--- src/ctl_xfer_map.vh ---
// constants for the control-transfer decode and timing block
`ifndef CTL_XFER_MAP_VH
`define CTL_XFER_MAP_VH
// opcodes
`define OP_REP_PREFIX 8'hF2
`define OP_STR_OUT_PAT 7'h37
`define OP_CALL_NEAR 8'hE8
`define OP_CALL_FAR 8'h9A
`define OP_GRP_FF 8'hFF
`define OP_JUMP_SHORT 8'hEB
`define OP_JUMP_NEAR 8'hE9
`define OP_JUMP_FAR 8'hEA
`define OP_RTN_NEAR 8'hC3
`define OP_RTN_NEAR_IMM 8'hC2
`define OP_RTN_FAR 8'hCB
`define OP_RTN_FAR_IMM 8'hCA
`define OP_JCC_HI 4'h7
`define OP_JCNTZ 8'hE3
`define OP_LOOP 8'hE2
`define OP_LOOP_Z 8'hE1
`define OP_LOOP_NZ 8'hE0
`define OP_ENTER 8'hC8
`define OP_LEAVE 8'hC9
`define OP_INT_TYPE 8'hCD
`define OP_INT_BRK 8'hCC
`define OP_OVTRAP 8'hCE
`define OP_TRAP_RTN 8'hCF
`define OP_BOUND 8'h62
// mod field value selecting a register operand
`define MOD_REG 2'h3
// clock counts, 16-bit bus then 8-bit bus
`define T_STR_OUT_BASE 8'h08
`define T_STR_OUT_PER 8'h08
`define T_CALL_NEAR_W 8'h0F
`define T_CALL_NEAR_B 8'h13
`define T_CALL_IND_REG_W 8'h0D
`define T_CALL_IND_REG_B 8'h11
`define T_CALL_IND_MEM_W 8'h13
`define T_CALL_IND_MEM_B 8'h1B
`define T_CALL_FAR_W 8'h17
`define T_CALL_FAR_B 8'h1F
`define T_CALL_FIND_W 8'h26
`define T_CALL_FIND_B 8'h36
`define T_JUMP 8'h0E
`define T_JUMP_IND_REG 8'h0B
`define T_JUMP_IND_MEM_W 8'h11
`define T_JUMP_IND_MEM_B 8'h15
`define T_JUMP_FIND_W 8'h1A
`define T_JUMP_FIND_B 8'h22
`define T_RTN_W 8'h10
`define T_RTN_B 8'h14
`define T_RTN_IMM_W 8'h12
`define T_RTN_IMM_B 8'h16
`define T_RETF_W 8'h16
`define T_RETF_B 8'h1E
`define T_RETF_IMM_W 8'h19
`define T_RETF_IMM_B 8'h21
`define T_JCC_NT 8'h04
`define T_JCC_TK 8'h0D
`define T_JCNTZ_NT 8'h05
`define T_JCNTZ_TK 8'h0F
`define T_LOOP_NT 8'h06
`define T_LOOP_TK 8'h10
`define T_ENTER0_W 8'h0F
`define T_ENTER0_B 8'h13
`define T_ENTER1_W 8'h19
`define T_ENTER1_B 8'h1D
`define T_ENTERN_W 8'h16
`define T_ENTERN_B 8'h1A
`define T_ENTER_STEP_W 8'h10
`define T_ENTER_STEP_B 8'h14
`define T_LEAVE 8'h08
`define T_INT_TYPE 8'h2F
`define T_INT_BRK 8'h2D
`define T_OVTRAP_TK 8'h30
`define T_OVTRAP_NT 8'h04
`define T_TRAP_RTN 8'h1C
`define T_BOUND_MIN 8'h21
`define T_BOUND_MAX 8'h23
`define T_WORD_XFER 8'h04
`define T_ADDR_CALC 8'h04
// operand byte layout codes
`define LAY_NONE 3'h0
`define LAY_DISP8 3'h1
`define LAY_DISP16 3'h2
`define LAY_IMM16 3'h3
`define LAY_MODRM 3'h4
`define LAY_FAR_PTR 3'h5
`define LAY_ENTER 3'h6
`define LAY_TYPE8 3'h7
`endif

--- src/cond_eval.v ---
// branch condition evaluation for the short conditional jumps
`timescale 1ns/1ps
module cond_eval (
   input wire [3:0] cond_i,
   input wire [4:0] flags_i,
   output reg true_o
);
   // flags_i: {overflow, sign, zero, carry, parity}
   reg base;
   // pick the even-partner test, odd code inverts it
   always @* begin
      base = 1'b0;
      case (cond_i[3:1])
         3'h0: base = flags_i[4];
         3'h1: base = flags_i[1];
         3'h2: base = flags_i[2];
         3'h3: base = flags_i[1] | flags_i[2];
         3'h4: base = flags_i[3];
         3'h5: base = flags_i[0];
         3'h6: base = flags_i[3] ^ flags_i[4];
         3'h7: base = (flags_i[3] ^ flags_i[4]) | flags_i[2];
         default: base = 1'b0;
      endcase
      true_o = base ^ cond_i[0];
   end
endmodule // cond_eval

--- src/enter_timer.v ---
// clock count of the procedure frame entry by nesting level
`timescale 1ns/1ps
`include "ctl_xfer_map.vh"
module enter_timer #(
   parameter BYTE_BUS = 0
) (
   input wire [7:0] level_i,
   output reg [15:0] clocks_o
);
   reg [15:0] step;
   // level 0 and 1 are fixed, deeper levels add one step per level beyond the first
   always @* begin
      step = BYTE_BUS ? {8'h00, `T_ENTER_STEP_B} : {8'h00, `T_ENTER_STEP_W};
      if (level_i == 8'h00) begin
         clocks_o = BYTE_BUS ? {8'h00, `T_ENTER0_B} : {8'h00, `T_ENTER0_W};
      end else if (level_i == 8'h01) begin
         clocks_o = BYTE_BUS ? {8'h00, `T_ENTER1_B} : {8'h00, `T_ENTER1_W};
      end else begin
         clocks_o = (BYTE_BUS ? {8'h00, `T_ENTERN_B} : {8'h00, `T_ENTERN_W})
            + step * {8'h00, level_i - 8'h01};
      end
   end
endmodule // enter_timer

--- src/ctl_xfer_decode.v ---
// control-transfer instruction decode and clock-count timing
`timescale 1ns/1ps
`include "ctl_xfer_map.vh"
module ctl_xfer_decode #(
   parameter BYTE_BUS = 0,
   parameter CNT_W = 16
) (
   input wire clock_i,
   input wire srst_i,
   input wire byte_valid_i,
   input wire [7:0] byte_i,
   input wire cond_taken_i,
   input wire [4:0] flags_i,
   input wire [15:0] rep_count_i,
   input wire word_op_i,
   output reg decode_valid_o,
   output reg known_o,
   output reg [7:0] opcode_o,
   output reg rep_o,
   output reg [2:0] layout_o,
   output reg [1:0] mod_o,
   output reg [2:0] rm_o,
   output reg reg_operand_o,
   output reg [15:0] operand_o,
   output reg [7:0] level_o,
   output reg conditional_o,
   output reg cond_true_o,
   output reg [CNT_W-1:0] clocks_taken_o,
   output reg [CNT_W-1:0] clocks_not_taken_o,
   output reg [CNT_W-1:0] clocks_o,
   output reg [CNT_W-1:0] clocks_max_o
);
   // byte collection states
   localparam [3:0] S_OP = 4'h1;
   localparam [3:0] S_B1 = 4'h2;
   localparam [3:0] S_B2 = 4'h4;
   localparam [3:0] S_B3 = 4'h8;

   reg [3:0] state_q;
   reg [3:0] state_d;
   reg rep_q;
   reg [7:0] op_q;
   reg [7:0] b1_q;
   reg [7:0] b2_q;
   reg [2:0] lay;
   reg [1:0] need;
   reg done;
   reg known;
   reg [7:0] op_now;
   reg [7:0] b1_now;
   reg [7:0] b2_now;
   reg [7:0] b3_now;
   reg [15:0] t_tk;
   reg [15:0] t_nt;
   reg [15:0] t_max;
   reg is_cond;
   reg is_jcc;
   wire jcc_true;
   wire [15:0] enter_clk;
   reg [15:0] rep_clk;

   // operand byte count for each layout
   function [1:0] lay_bytes;
      input [2:0] l;
      begin
         case (l)
            `LAY_DISP8: lay_bytes = 2'h1;
            `LAY_TYPE8: lay_bytes = 2'h1;
            `LAY_MODRM: lay_bytes = 2'h1;
            `LAY_DISP16: lay_bytes = 2'h2;
            `LAY_IMM16: lay_bytes = 2'h2;
            `LAY_ENTER: lay_bytes = 2'h3;
            default: lay_bytes = 2'h0;
         endcase
      end
   endfunction

   // pick the 16-bit or 8-bit bus figure
   function [15:0] bw;
      input [7:0] w16;
      input [7:0] w8;
      begin
         bw = BYTE_BUS ? {8'h00, w8} : {8'h00, w16};
      end
   endfunction

   // layout of operands after the opcode; far pointers take four bytes but
   // only the two-byte offset is captured here, the rest is left to the core
   function [2:0] op_layout;
      input [7:0] op;
      begin
         op_layout = `LAY_NONE;
         if (op[7:4] == `OP_JCC_HI)
            op_layout = `LAY_DISP8;
         else begin
            case (op)
               `OP_JUMP_SHORT, `OP_JCNTZ, `OP_LOOP, `OP_LOOP_Z, `OP_LOOP_NZ:
                  op_layout = `LAY_DISP8;
               `OP_CALL_NEAR, `OP_JUMP_NEAR: op_layout = `LAY_DISP16;
               `OP_RTN_NEAR_IMM, `OP_RTN_FAR_IMM: op_layout = `LAY_IMM16;
               `OP_CALL_FAR, `OP_JUMP_FAR: op_layout = `LAY_DISP16;
               `OP_GRP_FF, `OP_BOUND: op_layout = `LAY_MODRM;
               `OP_ENTER: op_layout = `LAY_ENTER;
               `OP_INT_TYPE: op_layout = `LAY_TYPE8;
               default: op_layout = `LAY_NONE;
            endcase
         end
      end
   endfunction

   cond_eval u_cond (
      .cond_i(op_now[3:0]),
      .flags_i(flags_i),
      .true_o(jcc_true)
   );

   enter_timer #(.BYTE_BUS(BYTE_BUS)) u_enter (
      .level_i(b3_now),
      .clocks_o(enter_clk)
   );

   // current bytes including the one arriving this cycle
   always @* begin
      op_now = (state_q == S_OP) ? byte_i : op_q;
      b1_now = (state_q == S_B1) ? byte_i : b1_q;
      b2_now = (state_q == S_B2) ? byte_i : b2_q;
      b3_now = byte_i;
      lay = op_layout(op_now);
      need = lay_bytes(lay);
   end

   // sequencer: opcode, then up to three operand bytes
   always @* begin
      state_d = state_q;
      done = 1'b0;
      if (byte_valid_i) begin
         case (state_q)
            S_OP: begin
               if (byte_i == `OP_REP_PREFIX)
                  state_d = S_OP;
               else if (need == 2'h0)
                  done = 1'b1;
               else
                  state_d = S_B1;
            end
            S_B1: begin
               if (need == 2'h1) begin
                  done = 1'b1;
                  state_d = S_OP;
               end else
                  state_d = S_B2;
            end
            S_B2: begin
               if (need == 2'h2) begin
                  done = 1'b1;
                  state_d = S_OP;
               end else
                  state_d = S_B3;
            end
            S_B3: begin
               done = 1'b1;
               state_d = S_OP;
            end
            default: state_d = S_OP;
         endcase
      end
   end

   // clock counts; listed figures assume prefetched bytes and no wait
   // states and already include effective-address time
   always @* begin
      t_tk = 16'h0000;
      t_nt = 16'h0000;
      t_max = 16'h0000;
      is_cond = 1'b0;
      is_jcc = 1'b0;
      known = 1'b1;
      rep_clk = {8'h00, `T_STR_OUT_BASE} + {8'h00, `T_STR_OUT_PER} * rep_count_i;
      if (op_now[7:4] == `OP_JCC_HI) begin
         is_cond = 1'b1;
         is_jcc = 1'b1;
         t_tk = {8'h00, `T_JCC_TK};
         t_nt = {8'h00, `T_JCC_NT};
      end else if (op_now[7:1] == `OP_STR_OUT_PAT) begin
         if (rep_q)
            t_tk = rep_clk;
         else
            known = 1'b0;
      end else begin
         case (op_now)
            `OP_CALL_NEAR: t_tk = bw(`T_CALL_NEAR_W, `T_CALL_NEAR_B);
            `OP_CALL_FAR: t_tk = bw(`T_CALL_FAR_W, `T_CALL_FAR_B);
            `OP_JUMP_SHORT, `OP_JUMP_NEAR, `OP_JUMP_FAR: t_tk = {8'h00, `T_JUMP};
            `OP_RTN_NEAR: t_tk = bw(`T_RTN_W, `T_RTN_B);
            `OP_RTN_NEAR_IMM: t_tk = bw(`T_RTN_IMM_W, `T_RTN_IMM_B);
            `OP_RTN_FAR: t_tk = bw(`T_RETF_W, `T_RETF_B);
            `OP_RTN_FAR_IMM: t_tk = bw(`T_RETF_IMM_W, `T_RETF_IMM_B);
            `OP_JCNTZ: begin
               is_cond = 1'b1;
               t_tk = {8'h00, `T_JCNTZ_TK};
               t_nt = {8'h00, `T_JCNTZ_NT};
            end
            `OP_LOOP, `OP_LOOP_Z, `OP_LOOP_NZ: begin
               is_cond = 1'b1;
               t_tk = {8'h00, `T_LOOP_TK};
               t_nt = {8'h00, `T_LOOP_NT};
            end
            `OP_ENTER: t_tk = enter_clk;
            `OP_LEAVE: t_tk = {8'h00, `T_LEAVE};
            `OP_INT_TYPE: t_tk = {8'h00, `T_INT_TYPE};
            `OP_INT_BRK: t_tk = {8'h00, `T_INT_BRK};
            `OP_OVTRAP: begin
               is_cond = 1'b1;
               t_tk = {8'h00, `T_OVTRAP_TK};
               t_nt = {8'h00, `T_OVTRAP_NT};
            end
            `OP_TRAP_RTN: t_tk = {8'h00, `T_TRAP_RTN};
            `OP_BOUND: begin
               t_tk = {8'h00, `T_BOUND_MIN};
               t_max = {8'h00, `T_BOUND_MAX};
            end
            `OP_GRP_FF: begin
               // reg field of the mod-reg-r/m byte picks the form;
               // mod 11 means a register operand, no memory fetch
               case (b1_now[5:3])
                  3'h2: t_tk = (b1_now[7:6] == `MOD_REG) ?
                     bw(`T_CALL_IND_REG_W, `T_CALL_IND_REG_B) :
                     bw(`T_CALL_IND_MEM_W, `T_CALL_IND_MEM_B);
                  3'h3: t_tk = bw(`T_CALL_FIND_W, `T_CALL_FIND_B);
                  3'h4: t_tk = (b1_now[7:6] == `MOD_REG) ? {8'h00, `T_JUMP_IND_REG} :
                     bw(`T_JUMP_IND_MEM_W, `T_JUMP_IND_MEM_B);
                  3'h5: t_tk = bw(`T_JUMP_FIND_W, `T_JUMP_FIND_B);
                  default: known = 1'b0;
               endcase
            end
            default: known = 1'b0;
         endcase
      end
      // only the repeated string output of word operands adds transfers on the byte bus, one per repetition;
      // every other count already holds its word transfers
      if (BYTE_BUS != 0 && word_op_i && rep_q && op_now[7:1] == `OP_STR_OUT_PAT)
         t_tk = t_tk + {8'h00, `T_WORD_XFER} * rep_count_i;
      if (t_max == 16'h0000)
         t_max = t_tk;
      if (!is_cond)
         t_nt = t_tk;
   end

   // registered decode results, updated once per completed instruction
   always @(posedge clock_i) begin
      if (srst_i) begin
         state_q <= S_OP;
         rep_q <= 1'b0;
         op_q <= 8'h00;
         b1_q <= 8'h00;
         b2_q <= 8'h00;
         decode_valid_o <= 1'b0;
         known_o <= 1'b0;
         opcode_o <= 8'h00;
         rep_o <= 1'b0;
         layout_o <= `LAY_NONE;
         mod_o <= 2'h0;
         rm_o <= 3'h0;
         reg_operand_o <= 1'b0;
         operand_o <= 16'h0000;
         level_o <= 8'h00;
         conditional_o <= 1'b0;
         cond_true_o <= 1'b0;
         clocks_taken_o <= {CNT_W{1'b0}};
         clocks_not_taken_o <= {CNT_W{1'b0}};
         clocks_o <= {CNT_W{1'b0}};
         clocks_max_o <= {CNT_W{1'b0}};
      end else begin
         state_q <= state_d;
         decode_valid_o <= done;
         if (byte_valid_i && state_q == S_OP) begin
            if (byte_i == `OP_REP_PREFIX)
               rep_q <= 1'b1; // prefix held until its instruction ends
            op_q <= byte_i;
         end
         if (byte_valid_i && state_q == S_B1)
            b1_q <= byte_i;
         if (byte_valid_i && state_q == S_B2)
            b2_q <= byte_i;
         if (done) begin
            rep_q <= 1'b0;
            known_o <= known;
            opcode_o <= op_now;
            rep_o <= rep_q;
            layout_o <= lay;
            mod_o <= (lay == `LAY_MODRM) ? b1_now[7:6] : 2'h0;
            rm_o <= (lay == `LAY_MODRM) ? b1_now[2:0] : 3'h0;
            reg_operand_o <= (lay == `LAY_MODRM) && (b1_now[7:6] == `MOD_REG);
            // low byte first, then high byte
            operand_o <= (need >= 2'h2) ? {b2_now, b1_now} :
               ((need == 2'h1) ? {8'h00, b1_now} : 16'h0000);
            level_o <= (lay == `LAY_ENTER) ? b3_now : 8'h00;
            conditional_o <= is_cond;
            cond_true_o <= is_jcc ? jcc_true : cond_taken_i;
            clocks_taken_o <= t_tk[CNT_W-1:0];
            clocks_not_taken_o <= t_nt[CNT_W-1:0];
            // the core's verdict picks the spent count; the flag test is
            // only a hint for the short jumps
            clocks_o <= (is_cond && !cond_taken_i) ? t_nt[CNT_W-1:0] :
               t_tk[CNT_W-1:0];
            clocks_max_o <= t_max[CNT_W-1:0];
         end
      end
   end
endmodule // ctl_xfer_decode

--- config.mk ---
export PLATFORM = sky130hd
export DESIGN_NAME = ctl_xfer_decode
export DESIGN_NICKNAME = d
export VERILOG_FILES = /design/src/cond_eval.v /design/src/enter_timer.v /design/src/ctl_xfer_decode.v
export VERILOG_INCLUDE_DIRS = /design/src /design/src/src
export SDC_FILE = /design/constraint.sdc
export NUM_CORES = 1
export LEC_CHECK = 0
export BUFFER_PORTS_ARGS = -buffer_cell sky130_fd_sc_hd__clkbuf_2
export CAP_MARGIN = 25
export CORE_UTILIZATION = 45
export CTS_CLUSTER_SIZE = 14
export DETAILED_ROUTE_END_ITERATION = 16
export PLACE_DENSITY_LB_ADDON = 0.1
export SLEW_MARGIN = 5
export SYNTH_ARGS = -nofsm -noshare
export SYNTH_HDL_FRONTEND = slang
export SYNTH_SLANG_ARGS = --single-unit
--- constraint.sdc ---
create_clock -name clock_i -period 4.6 [get_ports clock_i]
set_input_delay 1.38 -clock clock_i [delete_from_list [all_inputs] [get_ports clock_i]]
set_output_delay 1.38 -clock clock_i [all_outputs]
set_load 0.05 [all_outputs]
### Yosys cells after proc, flatten, opt, wreduce, memory -nomap -nowiden

Cells that the tools add are included.

* bits in registers: 139
* input port bits: 34
* output and inout port bits: 110
* word-level logic and storage cells: 156

* add/subtract/negate cells: 3
* magnitude comparators: 1
* eq/ne operators: 50
* muxes and demuxes: 51
* bitwise gates (word level): 4
* reductions and logical operators: 26

Operator list (number)
* one-hot mux 16 bit (15 select lines): 1
* equality test 8 bit (second input constant): 21
* two-way mux 16 bit: 9
* two-way mux 8 bit: 5
* equality test 3 bit (second input constant): 9
* one-hot mux 6 bit (4 select lines): 1
* OR reduction 20 bit: 1
* equality test 3 x 2 -> 1 bit (second input constant): 6
* two-way mux 6 bit: 3
* one-hot mux 3 bit (6 select lines): 1
* adder 4 x 16 -> 16 bit (first input constant): 1
* zero test 16 bit: 1
* two-way mux 3 bit: 5
* two-way mux 1 bit: 14
* adder 5 x 12 -> 13 bit (first input constant): 1
* two-way mux 4 bit: 3
* one-hot mux 4 bit (3 select lines): 1
* OR reduction 4 bit: 3
* two-way mux 5 bit: 2
* OR reduction 2 bit: 5
* OR reduction 5 bit: 2
* one-hot mux 3 bit (3 select lines): 1
* OR reduction 3 bit: 3
* equality test 4 x 3 -> 1 bit (second input constant): 2
* 25 further kinds: 34

### Depth between registers and ports, before layout

Gate-level depths: netlist (run 1).

* word-level depth: 15
* depth in mapped cells: 13

### Modules after synthesis

Synthesis (run 1) repeated with hierarchy kept, for this count alone.

* cell total of the unflattened synthesis: 800
* area total of the unflattened synthesis: 7018.0 um^2

By module, submodules not included
* ctl_xfer_decode: times used 1, cells an instance 719, area each 6473.7 um^2
* enter_timer: times used 1, cells an instance 69, area each 465.4 um^2
* cond_eval: times used 1, cells an instance 12, area each 78.8 um^2

### Worst setup path after synthesis (run 1)

Ideal clock, no wire load.

* path type: in2reg
* from: in byte_i[0]
* to: reg clocks_max_o[11]
* arrival: 4047 ps
* setup slack: 494 ps
* stages: 10
* buffers on the path: 2
* cells stage by stage: clkbuf_1 clkbuf_1 inv_1 ha_1 a2111oi_0 o22ai_1 xnor2_1 o221a_2 a221oi_1 o21a_1

* cells in the longest elaborated chain, start to end: 13
* elaborated cells between the ends (all ways): 64

RTL lines
* start: declaration: RTL line ctl_xfer_decode.v:11 `input wire [7:0] byte_i,`
* parallel branches: the longest is 13 deep, another holds adder 5 x 12 -> 13 bit
* end signal: assignment: RTL line ctl_xfer_decode.v:272 `clocks_max_o <= {CNT_W{1'b0}};`
* end signal: assignment: RTL line ctl_xfer_decode.v:306 `clocks_max_o <= t_max[CNT_W-1:0];`
* end: declaration: RTL line ctl_xfer_decode.v:31 `output reg [CNT_W-1:0] clocks_max_o`

Several ways; the timed one is not identified.
A chain may end at the register's enable or synchronous reset.

### Worst setup path in the final report (run 1)

* from: in byte_i[6]
* to: reg operand_o[7]

* cells in the longest elaborated chain, start to end: 13
* elaborated cells between the ends (all ways): 45

RTL lines
* two-way mux 8 bit: RTL line ctl_xfer_decode.v:124 `op_now = (state_q == S_OP) ? byte_i : op_q;`
* equality test 8 bit / equality test 8 x 7 -> 1 bit (equally long branches): RTL line ctl_xfer_decode.v:96 `case (op)`
* OR reduction 5 bit, or another cell as far along: RTL line ctl_xfer_decode.v:96
* one-hot mux 3 bit (6 select lines): RTL line ctl_xfer_decode.v:96
* two-way mux 3 bit: RTL line ctl_xfer_decode.v:93 `` if (op[7:4] == `OP_JCC_HI) ``
* equality test 3 bit, or another cell as far along: RTL line ctl_xfer_decode.v:66 `case (l)`
* OR reduction 3 bit (no line) / OR reduction 2 bit (equally long branches)
* one-hot mux 2 bit (3 select lines): RTL line ctl_xfer_decode.v:66
* zero test 2 bit: RTL line ctl_xfer_decode.v:141 `else if (need == 2'h0)`
* two-way mux 1 bit: RTL line ctl_xfer_decode.v:141
* two-way mux 1 bit: RTL line ctl_xfer_decode.v:139 `` if (byte_i == `OP_REP_PREFIX) ``
* one-hot mux 1 bit (4 select lines): RTL line ctl_xfer_decode.v:137 `case (state_q)`
* two-way mux 1 bit: RTL line ctl_xfer_decode.v:136 `if (byte_valid_i) begin`
* end signal: assignment: RTL line ctl_xfer_decode.v:295 `operand_o <= (need >= 2'h2) ? {b2_now, b1_now} :`
* end: declaration: RTL line ctl_xfer_decode.v:24 `output reg [15:0] operand_o,`

Several ways; a longest one is shown, not always the timed one.

==> metrics.md, run 1 <==
| Metric | Value |
|---|---|
| Status | completed |
| Initial DRC count | 781 |
| Reg area | 0.00278 mm^2 |
| Die Span Y | 134 um |
| Yosys reg bits | 139 |
| H-tree Lvls | 4 |
| Die area | 0.0180 mm^2 |
| Placed cells | 1254 |
| Drt wl/cell | 19.7 um |
| DRC | 0 |
| Reg clk slew, reported paths | 0.06 ns |
| Leakage power | 3.92 nW |
| Post-synth EDFFs | 0 |
| N_diodes | 0 |
| F_max | 0.252 GHz |
| Rows | 47 |
| Final wirelength | 25400 um |
| Post-CTS Resized | 0 |
| Vias in the first global route | 7036 |
| Nets | 1092 |
| Synth cell types | 80 |
| Final Cycle Share | 86.2% |
| Grt total ovfl | 0 |
| Sink Count | 139 |
| Synth Flop Type | dfxtp_1 |
| Endpoints failing hold | 0 |
| Largest net degree at the start of global routing | 88 |
| Pwr Density | 366 mW/mm^2 |
| # IOs | 144 |
| Total Routing Usage GR | 28.5% |
| Post-Syn Area | 0.00786 mm^2 |
| CP required | 4.95 ns |
| Postcts setup bufs | 0 |
| Synth area leaders | dfxtp_1 35%, mux2i_1 8.9%, nand2_1 6.5% |
| Crit path kind | input pin to register |
| Final Max Tran Viols | 0 |
| Clk root buf | clkbuf_16 |
| Worst slew margin | 34.8% |
| Clock Latency Late Sink | 0.43 ns |
| Final setup violation count | 0 |
| Synthesized area per cell | 8.45 um^2 |
| Synthesized instance count | 930 |
| Routed via count divided by cell count | 6.03 |
| FFs w/ async S/R, synth | 0% |
| Setup TNS | 0 ns |
| Layout area overhead | 21.1% |
| Worst setup EP type | register |
| Ratio of cells with drive above 1 in the final layout | 25.8% |
| Num CTS Buffers | 17 |
| Worst Path Arrival | 4.32 ns |
| Core area | 0.0168 mm^2 |
| Worst Tran Pin Value | 0.978 ns |
| Post-DP Area | 0.00889 mm^2 |
| Synthesized netlist net count | 968 |
| Worst Path Max Fanout | 38 |
| Post-synthesis sequential area ratio | 35.4% |
| CTS tree | yes |
| CTS Buffer Depth | 2 |
| Die Width | 134 um |
| Post-route cell area | 0.00952 mm^2 |
| Initial Util | 46.7% |
| Via count | 7760 |
| Hold_buf cts | 0 |
| Max Cap Viol | 0 |
| Clock Skews | 0.0137 ns |
| Min-delay worst type | register to register |
| Post-synth top area share | 35.4% |
| Filler cell count | 1569 |
| Setup crit start kind | input pin |
| Initial antenna violation count | 0 |
| Final min period | 3.97 ns |
| First-pass DRT Iterations | 5 |
| DP Wirelength | 18300 um |
| Unrepaired setup endpoints after global routing | false |
| Area leader, netlist | dfxtp_1 |
| VDD IR max | 0.273 mV |
| PortBufs | 139 |
| Synth warnings | 0 |
| Area of the multi-input gates | 0.00468 mm^2 |
| Global-route wire length before repair | 39500 um |
| DRT antenna net count | 0 |
| Non-Filler Instances | 1287 |
| GP Congestion | 0.920 |
## critical path, stage by stage
cell	delay, ns
clkbuf_2	0.28
nor4bb_1	0.64
a41oi_1	0.28
o2111ai_2	0.36
buf_4	0.22
mux2_2	0.45
o21ai_4	0.22
buf_12	0.24
mux2i_1	0.21
## power by group
group / total, W / internal [W] / switching (W)
clock: 0.00147 / 0.000882 / 0.000591
combinational: 0.000707 / 0.000229 / 0.000478
sequential: 0.00131 / 0.00126 / 0.0000477
total: 0.00349 / 0.00237 / 0.00112
## routing by layer
metal	share of wire (%)	GRT usage [%]
met3	7.2	4.88
met4	3.5	12.2
met1	44	39.0
met2	45	43.9
met5	0	0
## registers in the layout, summed over array words and instances (netlist names), 4 cells and up
register,cells
b1_q,8
b2_q,8
clocks_max_o,16
clocks_not_taken_o,16
clocks_o,16
clocks_taken_o,16
level_o,8
op_q,8
opcode_o,8
operand_o,16
state_q,4
## metrics by stage
stage / power (W) / worst slack (ns) / utilization, % / hold slack [ns]
2_1_floorplan: 0.00184 / 0.494 / - / 0.436
3_3_place_gp: 0.00203 / 0.280 / 52.9 / 0.442
3_5_place_dp: 0.00203 / 0.251 / 52.9 / 0.446
4_1_cts: 0.00349 / 0.672 / 56.5 / 0.456
5_1_grt: 0.00360 / 0.425 / 56.6 / 0.473
6_report: 0.00349 / 0.634 / 56.6 / 0.454
## path summary, 6_finish.rpt
| check | from | to | slack, ns | cells after the start |
|---|---|---|---|---|
| worst min register to register | b2_q[5]$_SDFFE_PP0P_ | b2_q[5]$_SDFFE_PP0P_ | 0.45 | 2 |
| worst max register to register | state_q[0]$_SDFFE_PP1P_ | operand_o[7]$_SDFFE_PP0P_ | 0.65 | 9 |
| worst min-delay path | b2_q[5]$_SDFFE_PP0P_ | b2_q[5]$_SDFFE_PP0P_ | 0.45 | 2 |
| worst max-delay path | byte_i[6] | operand_o[7]$_SDFFE_PP0P_ | 0.63 | 9 |
## cell usage in the layout (no fill, tap or decap), drive strengths merged, types with 6 or more instances in the layout
cell type and count:
clkbuf 158, dfxtp 139, nand2 137, mux2i 74, nor2 54, buf 53
a21oi 50, nand3 47, o21a 31, nor4 27, nor3 19, xnor2 16
o21ai 16, inv 16, xor2 14, nor2b 13, mux2 13, o211ai 12
a311oi 12, a221oi 10, nand2b 8, nand4 8, a211oi 8, a31o 8
or2 7, nor4bb 7, a2111oi 7, o211a 6, a31oi 6
## kinds of logic (layout without fill, tap and decap cells)
kind of cell | count (synthesis) | in the layout | share of synthesized area (%)
muxes | 88 | 88 | 11.8
buffers and inverters | 96 | 233 | 5.57
xor gates and xnor gates | 30 | 30 | 3.34
adders and majority gates | 4 | 4 | 0.637
AOI/OAI and AO/OA | 204 | 204 | 19.4
DFF | 139 | 139 | 35.4
and+or+nand+nor | 369 | 369 | 23.9
## cell usage after synthesis, types with 5 or more instances
| cell type | count |
|---|---|
| xor2_1 | 14 |
| a22oi_1 | 5 |
| buf_2 | 11 |
| nor2_1 | 54 |
| dfxtp_1 | 139 |
| o211ai_1 | 12 |
| a2111oi_0 | 6 |
| nand3_1 | 47 |
| nor3_1 | 18 |
| o211a_1 | 6 |
| mux2_2 | 8 |
| nand2b_1 | 8 |
| nor2b_1 | 13 |
| or2_2 | 7 |
| a221oi_1 | 6 |
| buf_4 | 5 |
| o21a_1 | 31 |
| or3_1 | 5 |
| nor4_1 | 26 |
| a211oi_1 | 8 |
| a21oi_1 | 50 |
| inv_1 | 8 |
| o21ai_0 | 13 |
| mux2i_1 | 70 |
| xnor2_1 | 16 |
| a31oi_1 | 5 |
| nor4bb_1 | 7 |
| nand2_1 | 137 |
| mux2_1 | 5 |
| a311oi_1 | 11 |
| a31o_2 | 8 |
| nand4_1 | 8 |
| buf_6 | 6 |
| a311o_1 | 5 |
| and2_1 | 5 |
| clkbuf_1 | 63 |
## layout make-up
type                       count  area share (%)
sequential                   139            29.2
clock inverter                13            1.84
inverter                       9           0.355
clock buffer                  19            4.65
multi-input combinational    695            49.1
tap                          220            2.89
timing repair buffer         192            11.9
Note: power is estimated with default switching activity, not from simulation.
==> run 2: changes to the inputs <==
CORE_UTILIZATION = 56   (was 45)
MAX_ROUTING_LAYER = met4   (was unset)
==> run 2 against run 1 <==
Clock power is essentially flat. Flip-flop and latch count unchanged. Combinational power increased by 0.8%. Highest routed layer unchanged. Non-clock buffer count down 3. First-iteration DRC count is 6.7% lower. Critical path type unchanged. Clock-buffer cell count grew 1. Power up 0.53%. Maximum frequency decreased by 0.20%. Utilization increased by 14 points. Clock skew decreased by 0.0080 ns. Routed wire length is 4.2% lower. Sequential share of layout area rose by 0.10 points.
==> metrics.md, run 2 (same netlist as run 1, synthesis figures left out) <==
| Metric | Value |
|---|---|
| Status | completed |
| Area of the multi-input gates | 0.00467 mm^2 |
| Clock Skews | 0.00571 ns |
| Grt total ovfl | 0 |
| Hold Path Sink | clocks_max_o[2]$_SDFFE_PP0P_ |
| N_diodes | 0 |
| Slowest-stage cell, CP | nor4bb_1 |
| Final min period | 3.97 ns |
| Worst path cell trace | clkbuf_2, nor4bb_1, nand4_1, nand2_1, buf_4, a311oi_2, o31a_2, a31oi_4, buf_12, buf_12, mux2i_1 |
| R2R depth | 10 |
| Drt wl/cell | 19.6 um |
| Ratio of cells with drive above 1 in the final layout | 25.6% |
| Postcts setup bufs | 0 |
| Die Width | 120 um |
| Routed via count divided by cell count | 6.17 |
| Setup TNS | 0 ns |
| Initial antenna violation count | 0 |
| Vias in the first global route | 7023 |
| Final wirelength | 24300 um |
| Max Cap Viol | 0 |
| Utilization after layout | 70.5% |
| Reg2reg end | clocks_max_o[13]$_SDFFE_PP0P_ |
| GP Congestion | 0.951 |
| Sink Count | 139 |
| PortBufs | 139 |
| Largest net degree at the start of global routing | 88 |
| CP dominant cell by count | buf_12 |
| Clock Latency Late Sink | 0.43 ns |
| CP required | 4.95 ns |
| First-pass DRT Iterations | 5 |
| CP peak stage delay | 0.71 ns |
| # IOs | 144 |
| Worst Path Max Fanout | 26 |
| Setup crit start kind | input pin |
| Worst Tran Pin Value | 0.945 ns |
| R2R Path Start | state_q[0]$_SDFFE_PP1P_ |
| Worst setup EP type | register |
| Reg clk slew, reported paths | 0.06 ns |
| Die area | 0.0145 mm^2 |
| DRT antenna net count | 0 |
| Layout area overhead | 20.7% |
| Hold Startpoint | clocks_max_o[2]$_SDFFE_PP0P_ |
| Nets | 1089 |
| Via count | 7646 |
| Hold_buf cts | 0 |
| Leakage power | 3.92 nW |
| CTS tree | yes |
| Commonest non-fill, non-tap cells in the layout | 139 x dfxtp_1, 138 x clkbuf_2, 137 x nand2_1 |
| Filler cell count | 1139 |
| Min-delay worst type | register to register |
| Core area | 0.0135 mm^2 |
| Endpoints failing hold | 0 |
| Final setup violation count | 0 |
| Worst slew margin | 37.0% |
| Clk root buf | clkbuf_16 |
| DRC | 0 |
| WP buf/inv | 4 |
| VDD IR max | 0.251 mV |
| DP Wirelength | 17200 um |
| H-tree Lvls | 4 |
| Post-CTS Resized | 0 |
| Unrepaired setup endpoints after global routing | false |
| Pwr Density | 370 mW/mm^2 |
| Global-route wire length before repair | 38100 um |
| Initial Util | 58.4% |
| F_max | 0.252 GHz |
| Num CTS Buffers | 17 |
| Most common cell after layout, fill and taps aside | dfxtp_1 |
| Rows | 42 |
| Crit path kind | input pin to register |
| Top delay family on crit path | simple AND/OR/NAND/NOR gates |
| Final Max Tran Viols | 0 |
| Initial DRC count | 729 |
| Worst Path Arrival | 4.32 ns |
| Reg area | 0.00278 mm^2 |
| Register-to-register setup slack | 0.91 ns |
| Die Span Y | 120 um |
| Total Routing Usage GR | 35.1% |
| Hold path depth | 2 |
| CTS Buffer Depth | 2 |
| Final Cycle Share | 86.4% |
[run 2: worst max-delay path by stage]
stage | startpoint | end | depth (start not counted)
floorplan | byte_i[0] | clocks_max_o[11]$_SDFFE_PP0P_ | 10
global placement | byte_i[3] | clocks_max_o[1]$_SDFFE_PP0P_ | 9
detailed placement | byte_i[4] | operand_o[0]$_SDFFE_PP0P_ | 8
CTS | byte_i[4] | operand_o[0]$_SDFFE_PP0P_ | 8
global route | byte_i[4] | clocks_max_o[3]$_SDFFE_PP0P_ | 11
finish | byte_i[4] | clocks_max_o[13]$_SDFFE_PP0P_ | 11
[run 2: tightest hold or removal path: cells and delay by family, from the launching register on]
kind             cells  cell delay [ns]
flip-flops           1             0.30
multiplexers         1             0.05
AND/OR/NAND/NOR      1             0.05
[run 2: area by class of cell]
type | instances | area share, %
Multi-Input combinational cell | 695 | 49.2
Clock inverter | 12 | 1.95
Inverter | 9 | 0.356
Sequential cell | 139 | 29.3
Tap cell | 176 | 2.32
Timing Repair Buffer | 189 | 12.0
Clock buffer | 20 | 4.82
[run 2: metal layers]
layer  up-vias  share of wire [%]  global-route usage (%)
met5         -                  0                       -
met2       339                 45                    51.8
li1       3651                  -                       -
met4         0                2.6                    13.0
met1      3602                 45                    47.8
met3        54                7.8                    6.51
[run 2: through the flow]
step	hold slack (ns)	setup WS (ns)	cells	instance area, um^2	total power (W)
after global placement	0.442	0.120	1207	8830	0.00203
after global routing	0.476	0.527	1240	9480	0.00363
after CTS	0.458	0.725	1240	9480	0.00352
after floorplan	0.436	0.494	930	7860	0.00184
final	0.456	0.626	1240	9480	0.00351
after detailed placement	0.446	0.304	1208	8840	0.00203
[run 2: report_power, final]
part / leakage [nW] / total (W) / switching [W] / internal [W]
Clock: 0.300 / 0.00149 / 0.000544 / 0.000943
Sequential: 1.13 / 0.00131 / 0.0000468 / 0.00126
Combinational: 2.49 / 0.000713 / 0.000478 / 0.000235
